<file path="config.mk">
export PLATFORM = sky130hd
export DESIGN_NAME = acmsd_decode
export DESIGN_NICKNAME = d
export VERILOG_FILES = /design/src/hw/acmsd_pkg.sv /design/src/hw/acmsd_decode.sv /design/src/hw/acmsd_alu.sv
export VERILOG_INCLUDE_DIRS = /design/src /design/src/hw
export SDC_FILE = /design/constraint.sdc
export NUM_CORES = 2
export LEC_CHECK = 0
export ABC_CLOCK_PERIOD_IN_PS = 9600
export BUFFER_PORTS_ARGS = -buffer_cell sky130_fd_sc_hd__buf_2
export CORE_MARGIN = 3
export CORE_UTILIZATION = 64
export DETAILED_ROUTE_END_ITERATION = 6
export PLACE_DENSITY = 0.86
export SYNTH_ARGS = -nofsm -noshare
export SYNTH_HDL_FRONTEND = slang
export SYNTH_HIERARCHICAL = 1
export SYNTH_SLANG_ARGS = --single-unit
</file>
<file path="constraint.sdc">
create_clock -name pclk -period 9.6 [get_ports pclk]
set_input_delay 1.92 -clock pclk [delete_from_list [all_inputs] [get_ports pclk]]
set_output_delay 1.92 -clock pclk [all_outputs]
set_load 0.02 [all_outputs]
</file>
<file path="src/hw/acmsd_cfg.svh">
// offsets, field positions, reset values and opcode encodings of the decoder
//
// Contract
// - multiply-add: acc plus product low, high latched
// - multiply-subtract: acc minus product low, high latched
// - shift-transfer: shifted low to acc, high latched
// - shift fills zeros right, sign or zeros left
// - shift-subtract: acc minus shifted low, high latched
// - shift-add: acc plus shifted low, high latched
// - short form combines acc with 8-bit immediate
// - short form: one word, one cycle
// - short op codes 000..110, immediate zero-extended
// - short compare sets status, keeps accumulator
// - short 111 loads multiplier operand, zero top
// - long form: two words, two cycles
// - non-string long constant is second word
// - string constant via pointer, count plus two cycles; a zero count still fetches one word and takes three
// - long op codes, source and destination select
// - long compare sets status, writes no accumulator
// - long 111 loads multiplier operand, signed, status kept
// - destination bit: zero accumulator, one offset
`ifndef ACMSD_CFG_SVH
`define ACMSD_CFG_SVH
`define ACMSD_ADDR_CTRL 8'h00
`define ACMSD_ADDR_MULT_OPND 8'h04
`define ACMSD_ADDR_SHIFT_CNT 8'h08
`define ACMSD_ADDR_PROD_HI 8'h0C
`define ACMSD_ADDR_STAT 8'h10
`define ACMSD_ADDR_SCNT 8'h14
`define ACMSD_ACC_BANK 3'h1
`define ACMSD_CTRL_SXM 0
`define ACMSD_CTRL_UNS 1
`define ACMSD_CTRL_STR 2
`define ACMSD_RST_WORD 16'h0000
`define ACMSD_RST_SCNT 8'h00
`define ACMSD_SHORT_TAG 4'hA
`define ACMSD_LONG_TAG 5'h1C
`define ACMSD_LONG_SUB 3'h1
`define ACMSD_MEMB_TAG 2'h1
`define ACMSD_OP_MUL_ADD 4'hB
`define ACMSD_OP_SHLT 4'hC
`define ACMSD_OP_SHLS 4'hD
`define ACMSD_OP_SHLA 4'hE
`define ACMSD_OP_MUL_SUB 4'hF
`endif

</file>
<file path="src/hw/acmsd_pkg.sv">
// types shared by the decoder and its alu
package acmsd_pkg;
	typedef enum logic [2:0] {
		ACMSD_OP_ADD = 3'h0,
		ACMSD_OP_LOAD = 3'h1,
		ACMSD_OP_SUB = 3'h2,
		ACMSD_OP_CMP = 3'h3,
		ACMSD_OP_OR = 3'h4,
		ACMSD_OP_AND = 3'h5,
		ACMSD_OP_XOR = 3'h6,
		ACMSD_OP_LDMUL = 3'h7
	} acmsd_op_t;
	typedef enum logic [2:0] {
		ACMSD_ST_IDLE = 3'h1,
		ACMSD_ST_CONST = 3'h2,
		ACMSD_ST_STRING = 3'h4
	} acmsd_state_t;
	typedef struct packed {
		logic zf;
		logic sf;
		logic cf;
	} acmsd_flags_t;
endpackage

</file>
<file path="src/hw/acmsd_decode.sv">
// decoder and executor for multiply/shift memory ops and constant ops
//
// Implementation choices: the APB interface to the registers and the address map.
`timescale 1ns/1ps
`default_nettype none
`include "acmsd_cfg.svh"
module acmsd_decode (
	input wire logic pclk,
	input wire logic presetn,
	input wire logic psel,
	input wire logic penable,
	input wire logic pwrite,
	input wire logic [7:0] paddr,
	input wire logic [31:0] pwdata,
	output logic [31:0] prdata,
	output logic pready,
	output logic pslverr,
	input wire logic instr_valid,
	input wire logic [16:0] instr_word,
	output logic instr_ready,
	input wire logic [15:0] mem_operand,
	output logic pm_rd,
	output logic [15:0] pm_addr,
	input wire logic [15:0] pm_rdata
);
	import acmsd_pkg::*;

	acmsd_state_t st_q;
	logic [15:0] acc_q [0:7];
	logic [15:0] multiplier_operand_reg_q;
	logic [15:0] product_high_reg_q;
	logic [3:0] shift_value_reg_q;
	logic sign_extend_mode_q;
	logic unsigned_multiply_mode_q;
	logic string_mode_q;
	logic [7:0] string_count_q;
	acmsd_flags_t flags_q;
	logic [16:0] op_word_q;
	logic [7:0] str_left_q;
	logic [1:0] str_k_q;
	logic [15:0] pm_addr_q;
	logic [31:0] prdata_q;

	logic take;
	logic take_op;
	logic take_k;
	logic is_short;
	logic is_long;
	logic is_memb;
	logic [3:0] memref_b_opcode_field;
	logic [1:0] an_l;
	logic [31:0] prod;
	logic [31:0] shift_full;
	logic mb_hit;
	acmsd_op_t ex_op;
	logic [15:0] ex_a;
	logic [15:0] ex_b;
	logic [2:0] ex_dst;
	logic ex_acc_we;
	logic ex_flag_we;
	logic ex_ph_we;
	logic [15:0] ex_ph;
	logic ex_mr_we;
	logic [15:0] ex_mr;
	logic ex_um_clr;
	logic [15:0] alu_res;
	acmsd_flags_t alu_flags;
	logic apb_wr;
	logic addr_ok;
	logic [31:0] rd_val;
	logic [2:0] ctrl_val;

	assign is_short = (instr_word[16:13] == `ACMSD_SHORT_TAG);
	assign is_long = (instr_word[16:12] == `ACMSD_LONG_TAG)
		&& (instr_word[4:2] == `ACMSD_LONG_SUB);
	assign is_memb = (instr_word[16:15] == `ACMSD_MEMB_TAG);
	assign memref_b_opcode_field = instr_word[14:11];

	// no stall while a word is expected; string fetch owns the cycle
	assign instr_ready = (st_q == ACMSD_ST_IDLE)
		|| (st_q == ACMSD_ST_CONST);
	assign take = instr_valid && instr_ready;
	assign take_op = take && (st_q == ACMSD_ST_IDLE);
	assign take_k = take && (st_q == ACMSD_ST_CONST);
	assign an_l = 2'(op_word_q[9:8] + str_k_q);

	// operands are sign-extended only in signed multiply mode
	assign prod = {{16{~unsigned_multiply_mode_q & multiplier_operand_reg_q[15]}},
		multiplier_operand_reg_q}
		* {{16{~unsigned_multiply_mode_q & mem_operand[15]}}, mem_operand};
	// zero fill right, sign or zero fill left
	assign shift_full = {{16{sign_extend_mode_q & mem_operand[15]}},
		mem_operand} << shift_value_reg_q;

	always_comb begin
		mb_hit = 1'b0;
		ex_op = ACMSD_OP_ADD;
		ex_a = 16'h0000;
		ex_b = 16'h0000;
		ex_dst = 3'h0;
		ex_acc_we = 1'b0;
		ex_flag_we = 1'b0;
		ex_ph_we = 1'b0;
		ex_ph = 16'h0000;
		ex_mr_we = 1'b0;
		ex_mr = 16'h0000;
		ex_um_clr = 1'b0;
		if (take_op && is_memb) begin
			ex_dst = {1'b0, instr_word[9:8]};
			ex_a = acc_q[ex_dst];
			mb_hit = 1'b1;
			case (memref_b_opcode_field)
			`ACMSD_OP_MUL_ADD: begin
				ex_b = prod[15:0];
				ex_ph = prod[31:16];
			end
			`ACMSD_OP_MUL_SUB: begin
				ex_op = ACMSD_OP_SUB;
				ex_b = prod[15:0];
				ex_ph = prod[31:16];
			end
			`ACMSD_OP_SHLT: begin
				ex_op = ACMSD_OP_LOAD;
				ex_b = shift_full[15:0];
				ex_ph = shift_full[31:16];
			end
			`ACMSD_OP_SHLS: begin
				ex_op = ACMSD_OP_SUB;
				ex_b = shift_full[15:0];
				ex_ph = shift_full[31:16];
			end
			`ACMSD_OP_SHLA: begin
				ex_b = shift_full[15:0];
				ex_ph = shift_full[31:16];
			end
			default: mb_hit = 1'b0;
			endcase
			ex_acc_we = mb_hit;
			ex_flag_we = mb_hit;
			ex_ph_we = mb_hit;
		end else if (take_op && is_short) begin
			// immediate held in the opcode word
			ex_dst = {1'b0, instr_word[9:8]};
			ex_a = acc_q[ex_dst];
			ex_b = {8'h00, instr_word[7:0]};
			ex_op = acmsd_op_t'(instr_word[12:10]);
			if (ex_op == ACMSD_OP_LDMUL) begin
				// top byte zeroed, mode and status kept
				ex_mr_we = 1'b1;
				ex_mr = ex_b;
			end else begin
				ex_acc_we = (ex_op != ACMSD_OP_CMP);
				ex_flag_we = 1'b1;
			end
		end else if ((take_k && !string_mode_q)
			|| (st_q == ACMSD_ST_STRING)) begin
			// string words come from the fetch port
			ex_b = (st_q == ACMSD_ST_STRING) ? pm_rdata : instr_word[15:0];
			ex_a = acc_q[{op_word_q[1], an_l}];
			ex_dst = {op_word_q[0], an_l};
			ex_op = acmsd_op_t'(op_word_q[7:5]);
			if (ex_op == ACMSD_OP_LDMUL) begin
				ex_mr_we = 1'b1;
				ex_mr = ex_b;
				ex_um_clr = 1'b1;
			end else begin
				ex_acc_we = (ex_op != ACMSD_OP_CMP);
				ex_flag_we = 1'b1;
			end
		end
	end

	acmsd_alu u_alu (
		.op(ex_op),
		.a(ex_a),
		.b(ex_b),
		.res(alu_res),
		.flags(alu_flags)
	);

	// short ops finish in the accept cycle
	// long ops take opcode then constant
	always_ff @(posedge pclk or negedge presetn) begin
		if (!presetn) begin
			st_q <= ACMSD_ST_IDLE;
		end else begin
			case (st_q)
			ACMSD_ST_IDLE: begin
				if (take && is_long) begin
					st_q <= ACMSD_ST_CONST;
				end
			end
			ACMSD_ST_CONST: begin
				if (take) begin
					st_q <= string_mode_q ? ACMSD_ST_STRING : ACMSD_ST_IDLE;
				end
			end
			ACMSD_ST_STRING: begin
				if (str_left_q == 8'h01) begin
					st_q <= ACMSD_ST_IDLE;
				end
			end
			default: st_q <= ACMSD_ST_IDLE;
			endcase
		end
	end

	always_ff @(posedge pclk or negedge presetn) begin
		if (!presetn) begin
			op_word_q <= 17'h00000;
		end else if (take_op && is_long) begin
			op_word_q <= instr_word;
		end
	end

	// one fetch per string word; a zero count still fetches one
	always_ff @(posedge pclk or negedge presetn) begin
		if (!presetn) begin
			str_left_q <= 8'h00;
			str_k_q <= 2'h0;
			pm_addr_q <= `ACMSD_RST_WORD;
		end else if (take_k && string_mode_q) begin
			str_left_q <= (string_count_q == 8'h00) ? 8'h01 : string_count_q;
			str_k_q <= 2'h0;
			pm_addr_q <= instr_word[15:0];
		end else if (st_q == ACMSD_ST_STRING) begin
			str_left_q <= 8'(str_left_q - 8'h01);
			str_k_q <= (str_left_q == 8'h01) ? 2'h0 : 2'(str_k_q + 2'h1);
			pm_addr_q <= 16'(pm_addr_q + 16'h0001);
		end
	end
	assign pm_rd = (st_q == ACMSD_ST_STRING);
	assign pm_addr = pm_addr_q;

	always_ff @(posedge pclk or negedge presetn) begin
		if (!presetn) begin
			for (int i = 0; i < 8; i++) begin
				acc_q[i] <= `ACMSD_RST_WORD;
			end
		end else if (ex_acc_we) begin
			acc_q[ex_dst] <= alu_res;
		end else if (apb_wr && paddr[7:5] == `ACMSD_ACC_BANK) begin
			acc_q[paddr[4:2]] <= pwdata[15:0];
		end
	end

	always_ff @(posedge pclk or negedge presetn) begin
		if (!presetn) begin
			flags_q <= '0;
		end else if (ex_flag_we) begin
			flags_q <= alu_flags;
		end
	end

	always_ff @(posedge pclk or negedge presetn) begin
		if (!presetn) begin
			product_high_reg_q <= `ACMSD_RST_WORD;
		end else if (ex_ph_we) begin
			product_high_reg_q <= ex_ph;
		end
	end

	// instruction writes win over a software write in the same cycle
	always_ff @(posedge pclk or negedge presetn) begin
		if (!presetn) begin
			multiplier_operand_reg_q <= `ACMSD_RST_WORD;
		end else if (ex_mr_we) begin
			multiplier_operand_reg_q <= ex_mr;
		end else if (apb_wr && paddr == `ACMSD_ADDR_MULT_OPND) begin
			multiplier_operand_reg_q <= pwdata[15:0];
		end
	end

	always_ff @(posedge pclk or negedge presetn) begin
		if (!presetn) begin
			sign_extend_mode_q <= 1'b0;
			unsigned_multiply_mode_q <= 1'b0;
			string_mode_q <= 1'b0;
			shift_value_reg_q <= 4'h0;
			string_count_q <= `ACMSD_RST_SCNT;
		end else begin
			if (apb_wr && paddr == `ACMSD_ADDR_CTRL) begin
				sign_extend_mode_q <= pwdata[`ACMSD_CTRL_SXM];
				unsigned_multiply_mode_q <= pwdata[`ACMSD_CTRL_UNS];
				string_mode_q <= pwdata[`ACMSD_CTRL_STR];
			end
			if (ex_um_clr) begin
				unsigned_multiply_mode_q <= 1'b0;
			end
			if (apb_wr && paddr == `ACMSD_ADDR_SHIFT_CNT) begin
				shift_value_reg_q <= pwdata[3:0];
			end
			if (apb_wr && paddr == `ACMSD_ADDR_SCNT) begin
				string_count_q <= pwdata[7:0];
			end
		end
	end

	// zero-wait apb slave; read data is captured in the setup cycle
	assign pready = 1'b1;
	assign apb_wr = psel && penable && pwrite && addr_ok;
	assign pslverr = psel && penable && !addr_ok;
	always_comb begin
		ctrl_val = 3'h0;
		ctrl_val[`ACMSD_CTRL_SXM] = sign_extend_mode_q;
		ctrl_val[`ACMSD_CTRL_UNS] = unsigned_multiply_mode_q;
		ctrl_val[`ACMSD_CTRL_STR] = string_mode_q;
		addr_ok = 1'b1;
		rd_val = 32'h00000000;
		case (paddr)
		`ACMSD_ADDR_CTRL: rd_val = {29'h0, ctrl_val};
		`ACMSD_ADDR_MULT_OPND: rd_val = {16'h0000, multiplier_operand_reg_q};
		`ACMSD_ADDR_SHIFT_CNT: rd_val = {28'h0, shift_value_reg_q};
		`ACMSD_ADDR_PROD_HI: rd_val = {16'h0000, product_high_reg_q};
		`ACMSD_ADDR_STAT: rd_val = {28'h0, st_q != ACMSD_ST_IDLE, flags_q};
		`ACMSD_ADDR_SCNT: rd_val = {24'h0, string_count_q};
		default: begin
			addr_ok = (paddr[7:5] == `ACMSD_ACC_BANK) && (paddr[1:0] == 2'h0);
			rd_val = addr_ok ? {16'h0000, acc_q[paddr[4:2]]} : 32'h00000000;
		end
		endcase
	end
	always_ff @(posedge pclk or negedge presetn) begin
		if (!presetn) begin
			prdata_q <= 32'h00000000;
		end else if (psel && !penable) begin
			prdata_q <= rd_val;
		end
	end
	assign prdata = prdata_q;
endmodule // acmsd_decode
`default_nettype wire

</file>
<file path="src/hw/acmsd_alu.sv">
// 16-bit accumulator alu with status outputs
`timescale 1ns/1ps
`default_nettype none
module acmsd_alu (
	input wire acmsd_pkg::acmsd_op_t op,
	input wire logic [15:0] a,
	input wire logic [15:0] b,
	output logic [15:0] res,
	output var acmsd_pkg::acmsd_flags_t flags
);
	import acmsd_pkg::*;
	logic [16:0] sum;
	always_comb begin
		sum = 17'h00000;
		res = a;
		case (op)
		ACMSD_OP_ADD: begin
			sum = {1'b0, a} + {1'b0, b};
			res = sum[15:0];
		end
		ACMSD_OP_SUB, ACMSD_OP_CMP: begin
			// carry set means no borrow
			sum = {1'b0, a} + {1'b0, ~b} + 17'h00001;
			res = sum[15:0];
		end
		ACMSD_OP_LOAD: res = b;
		ACMSD_OP_OR: res = a | b;
		ACMSD_OP_AND: res = a & b;
		ACMSD_OP_XOR: res = a ^ b;
		default: res = a;
		endcase
	end
	// compare reports the difference; the caller suppresses the write
	assign flags.zf = (res == 16'h0000);
	assign flags.sf = res[15];
	assign flags.cf = sum[16];
endmodule // acmsd_alu
`default_nettype wire

</file>
==> impl_results.md <==
* Post-synth top cells: 405 x nand2_1, 402 x inv_1, 284 x fa_1, 229 x dfrtp_1, 192 x o21ai_0
* CTS tree: built
* Fin. max-slew vios at 0
* Critical path arrival at between 9 and 10 ns
* Async S/R FF share, synth at 1.00
* Internal power at between 5 and 6 mW
* Clock power frac at 0.091
* Critical path buffer and inverter count at 8
* Leak at between 10 and 15 nW
* Final WL at a little under 100000 µm
* DR vias/cell at 6.89
* Psw at about 6 mW
* CP max FO at 11
* Post-Place Setup Slack at about 0.2 ns
* Post-synth EDFFs at 0
* Final #Nets at 3765
* Design Power at 11.6 mW
* PortBufs at roughly 110
* RSZ-0062 raised after global routing: false
* Yosys cell types at 105
* Switching share of power at 0.514
* Most common cell in the netlist: nand2_1
* Fmax at 0.110 GHz
* Drc violations at 2
* Peak supply drop at 0.557 mV
* Top cell type's share of synthesized area at 0.199
* Avg Inst Size Synth at ~9 µm²
* Crit path time final at 9.08 ns
* Worst skew pair latency at 0.56 ns
* Largest net degree at the start of global routing at 126
* Num CTS Buffers at 25
* Die ar. at about 47000 µm²
* Combinational Power Share at 0.811
* Syn Inst Count at 3256
* P per Cell Area at 380 nW/µm²
* Clock Tree Root: clkbuf_16
* CTS Hold Bufs at 0
* CTS clk-pin slew, worst paths at 0.06 ns
* Failing checks: design-rule violations
* Synth top area cells: dfrtp_1 20%, fa_1 20%, mux4_2 6.6%
* Initial antenna violation count at 6
* Share of layout cells above drive strength 1 at 0.131
* Ys Warns at 6
* Kind of critical path: in2reg
* Hold Path Class: reg2reg
* Post-Route Skew at between 0.02 and 0.025 ns
* Via count at roughly 27000
* Area growth, synth to finish at 6.59%
* Cell area after synthesis at 28700 µm²
* Row count at 77
* Die width at 218 µm
* Core ar. at 44300 µm²
* Slew @ Worst Pin at 1.30 ns
* Vias in the first global route at 27485
* DRT iter0 DRCs at 3801
* Synthesis-stage register bit count at 230
* Crit path required time at approximately 10 ns
* PostCTS Resize Cnt at 0
* Num Clock Sinks at between 200 and 250
* CP max stage delay at 0.60 ns
* # Post-CTS Setup Buffers at 0
* Final Worst Setup Slack at 0.521 ns
* Startpoint types: input pin
* Count of final hold-check violations at 0
* Sequential share of the synthesized area at 0.200
* Initial Util at 0.649
* Final Setup Violations at 0
* CP top delay family: adder cells
* Die height at 218 µm
* Final hold slack at roughly 0.48 ns
* GP Congestion at 0.973
* Status: finished, violations left
* Total global routing overflow at 0
* First-pass GRT wire length at 149000 µm
* # IOs at 147
* Reg power frac at 0.098
* Post-synth top flop: dfrtp_1
* Crit end category: flip-flop
* Setup TNS Final at 0 ns
* Antenna-violating nets left at 0
* Max clock buf depth at 3
* Wire length per cell at 24.9 µm
* Crit-path most repeated cell: inv_1
* Max_slew headroom at 0.134
* Global Route Usage Sum at 0.403
* Fin crit share at 0.946
* DRT Pass-1 Iters at 7
* Max_cap viols at 0
* Most area-hungry cell type in the Yosys netlist: dfrtp_1
* H-Tree Level Count at 1
* Post-DP HPWL at 69400 µm
* Critical path's slowest cell: o21ai_0
==> cells in the final DEF, fill, tap and decap left out, types with 15 or more instances in the layout <==
master / Yosys / final
nand2_1: 405 / 405
inv_1: 402 / 402
fa_1: 284 / 284
dfrtp_1: 229 / 229
o21ai_0: 192 / 192
nor2_1: 188 / 188
a21oi_1: 156 / 156
and2_1: 137 / 137
ha_1: 137 / 137
a32oi_1: 114 / 114
buf_2: 35 / 112
buf_4: 26 / 109
mux4_2: 84 / 84
a22oi_1: 56 / 54
mux2i_1: 52 / 52
nor3_1: 35 / 34
o22ai_1: 32 / 32
mux2_2: 31 / 31
nand3_1: 29 / 29
xnor2_1: 27 / 26
clkbuf_16: 0 / 25
a21o_1: 24 / 24
nand2b_1: 23 / 23
a31oi_1: 21 / 21
xor2_1: 20 / 20
a211oi_1: 20 / 20
conb_1: 2 / 17
o21a_1: 16 / 16
o211ai_1: 15 / 15
==> sequential cells by signal (all words and copies together) (netlist names) <==
| register | cells |
|---|---|
| acc_q | 128 |
| flags_q | 3 |
| multiplier_operand_reg_q | 16 |
| op_word_q | 7 |
| pm_addr | 16 |
| prdata | 16 |
| product_high_reg_q | 16 |
| shift_value_reg_q | 4 |
| sign_extend_mode_q | 1 |
| st_q | 3 |
| str_k_q | 2 |
| str_left_q | 8 |
| string_count_q | 8 |
| string_mode_q | 1 |
| unsigned_multiply_mode_q | 1 |
==> tightest hold or removal path, delay by kind of cell (launching register included) <==
family           cells  cell delay, ns
AO/OA/AOI/OAI        1            0.06
flip-flops           1            0.34
AND/OR/NAND/NOR      1            0.05
==> worst paths after layout <==
| check | start | to | slack [ns] | depth (start not counted) |
|---|---|---|---|---|
| setup / recovery | mem_operand[3] | flags_q[2] | 0.52 | 34 |
| hold / removal | prdata[2] | prdata[2] | 0.48 | 2 |
| setup reg to reg | multiplier_operand_reg_q[5] | flags_q[2] | 1.07 | 33 |
| hold reg to reg | prdata[2] | prdata[2] | 0.48 | 2 |
| max in group asynchronous | presetn | acc_q[33] | 6.74 | 2 |
| min in group asynchronous | presetn | acc_q[14] | 1.42 | 1 |
==> per-layer routing <==
layer | global-route usage | share of wire | vias to the layer above
li1 | - | - | 11153
met1 | 0.475 | 0.33 | 12879
met2 | 0.646 | 0.46 | 2010
met3 | 0.0996 | 0.12 | 571
met4 | 0.288 | 0.088 | 6
met5 | 0.0146 | 0.0011 | -
==> logic make-up (layout without fill, tap and decap cells) <==
| logic type | count (synthesis) | in the layout | synth area share |
|---|---|---|---|
| other cells | 2 | 21 | 0.000261 |
| buf+inv | 675 | 671 | 0.0950 |
| fa+ha+maj | 421 | 421 | 0.257 |
| flops | 230 | 230 | 0.200 |
| xor+xnor | 47 | 47 | 0.0143 |
| simple gates | 930 | 930 | 0.153 |
| compound gates | 784 | 784 | 0.183 |
| mux | 167 | 167 | 0.0961 |
==> metrics by stage <==
step                      std cells  cell area [µm²]   util
after floorplan                3271            28800      -
after global placement         3814            29700  0.671
after detailed placement       3814            29700  0.671
after CTS                      3859            30600  0.691
after global routing           3862            30600  0.691
final                          3863            30600  0.691
==> power by group through the flow <==
stage,Clock (mW),Combinational (mW),Sequential [mW]
2_1_floorplan,0,7.03,1.08
3_3_place_gp,0,8.79,1.15
3_5_place_dp,0,9.16,1.16
4_1_cts,1.05,9.30,1.14
5_1_grt,1.09,10.5,1.15
6_report,1.06,9.43,1.15
==> cell type report <==
cell class	instances	area (µm²)
diodes	4	10.0
clock buffers	37	721
clock inverters	8	159
fillers	3336	13700
inverters	404	1520
multi-input cells	2366	20300
flip-flops and latches	230	5760
well taps	592	741
repair buffers	222	1390
(Power assumes the default switching activity.)
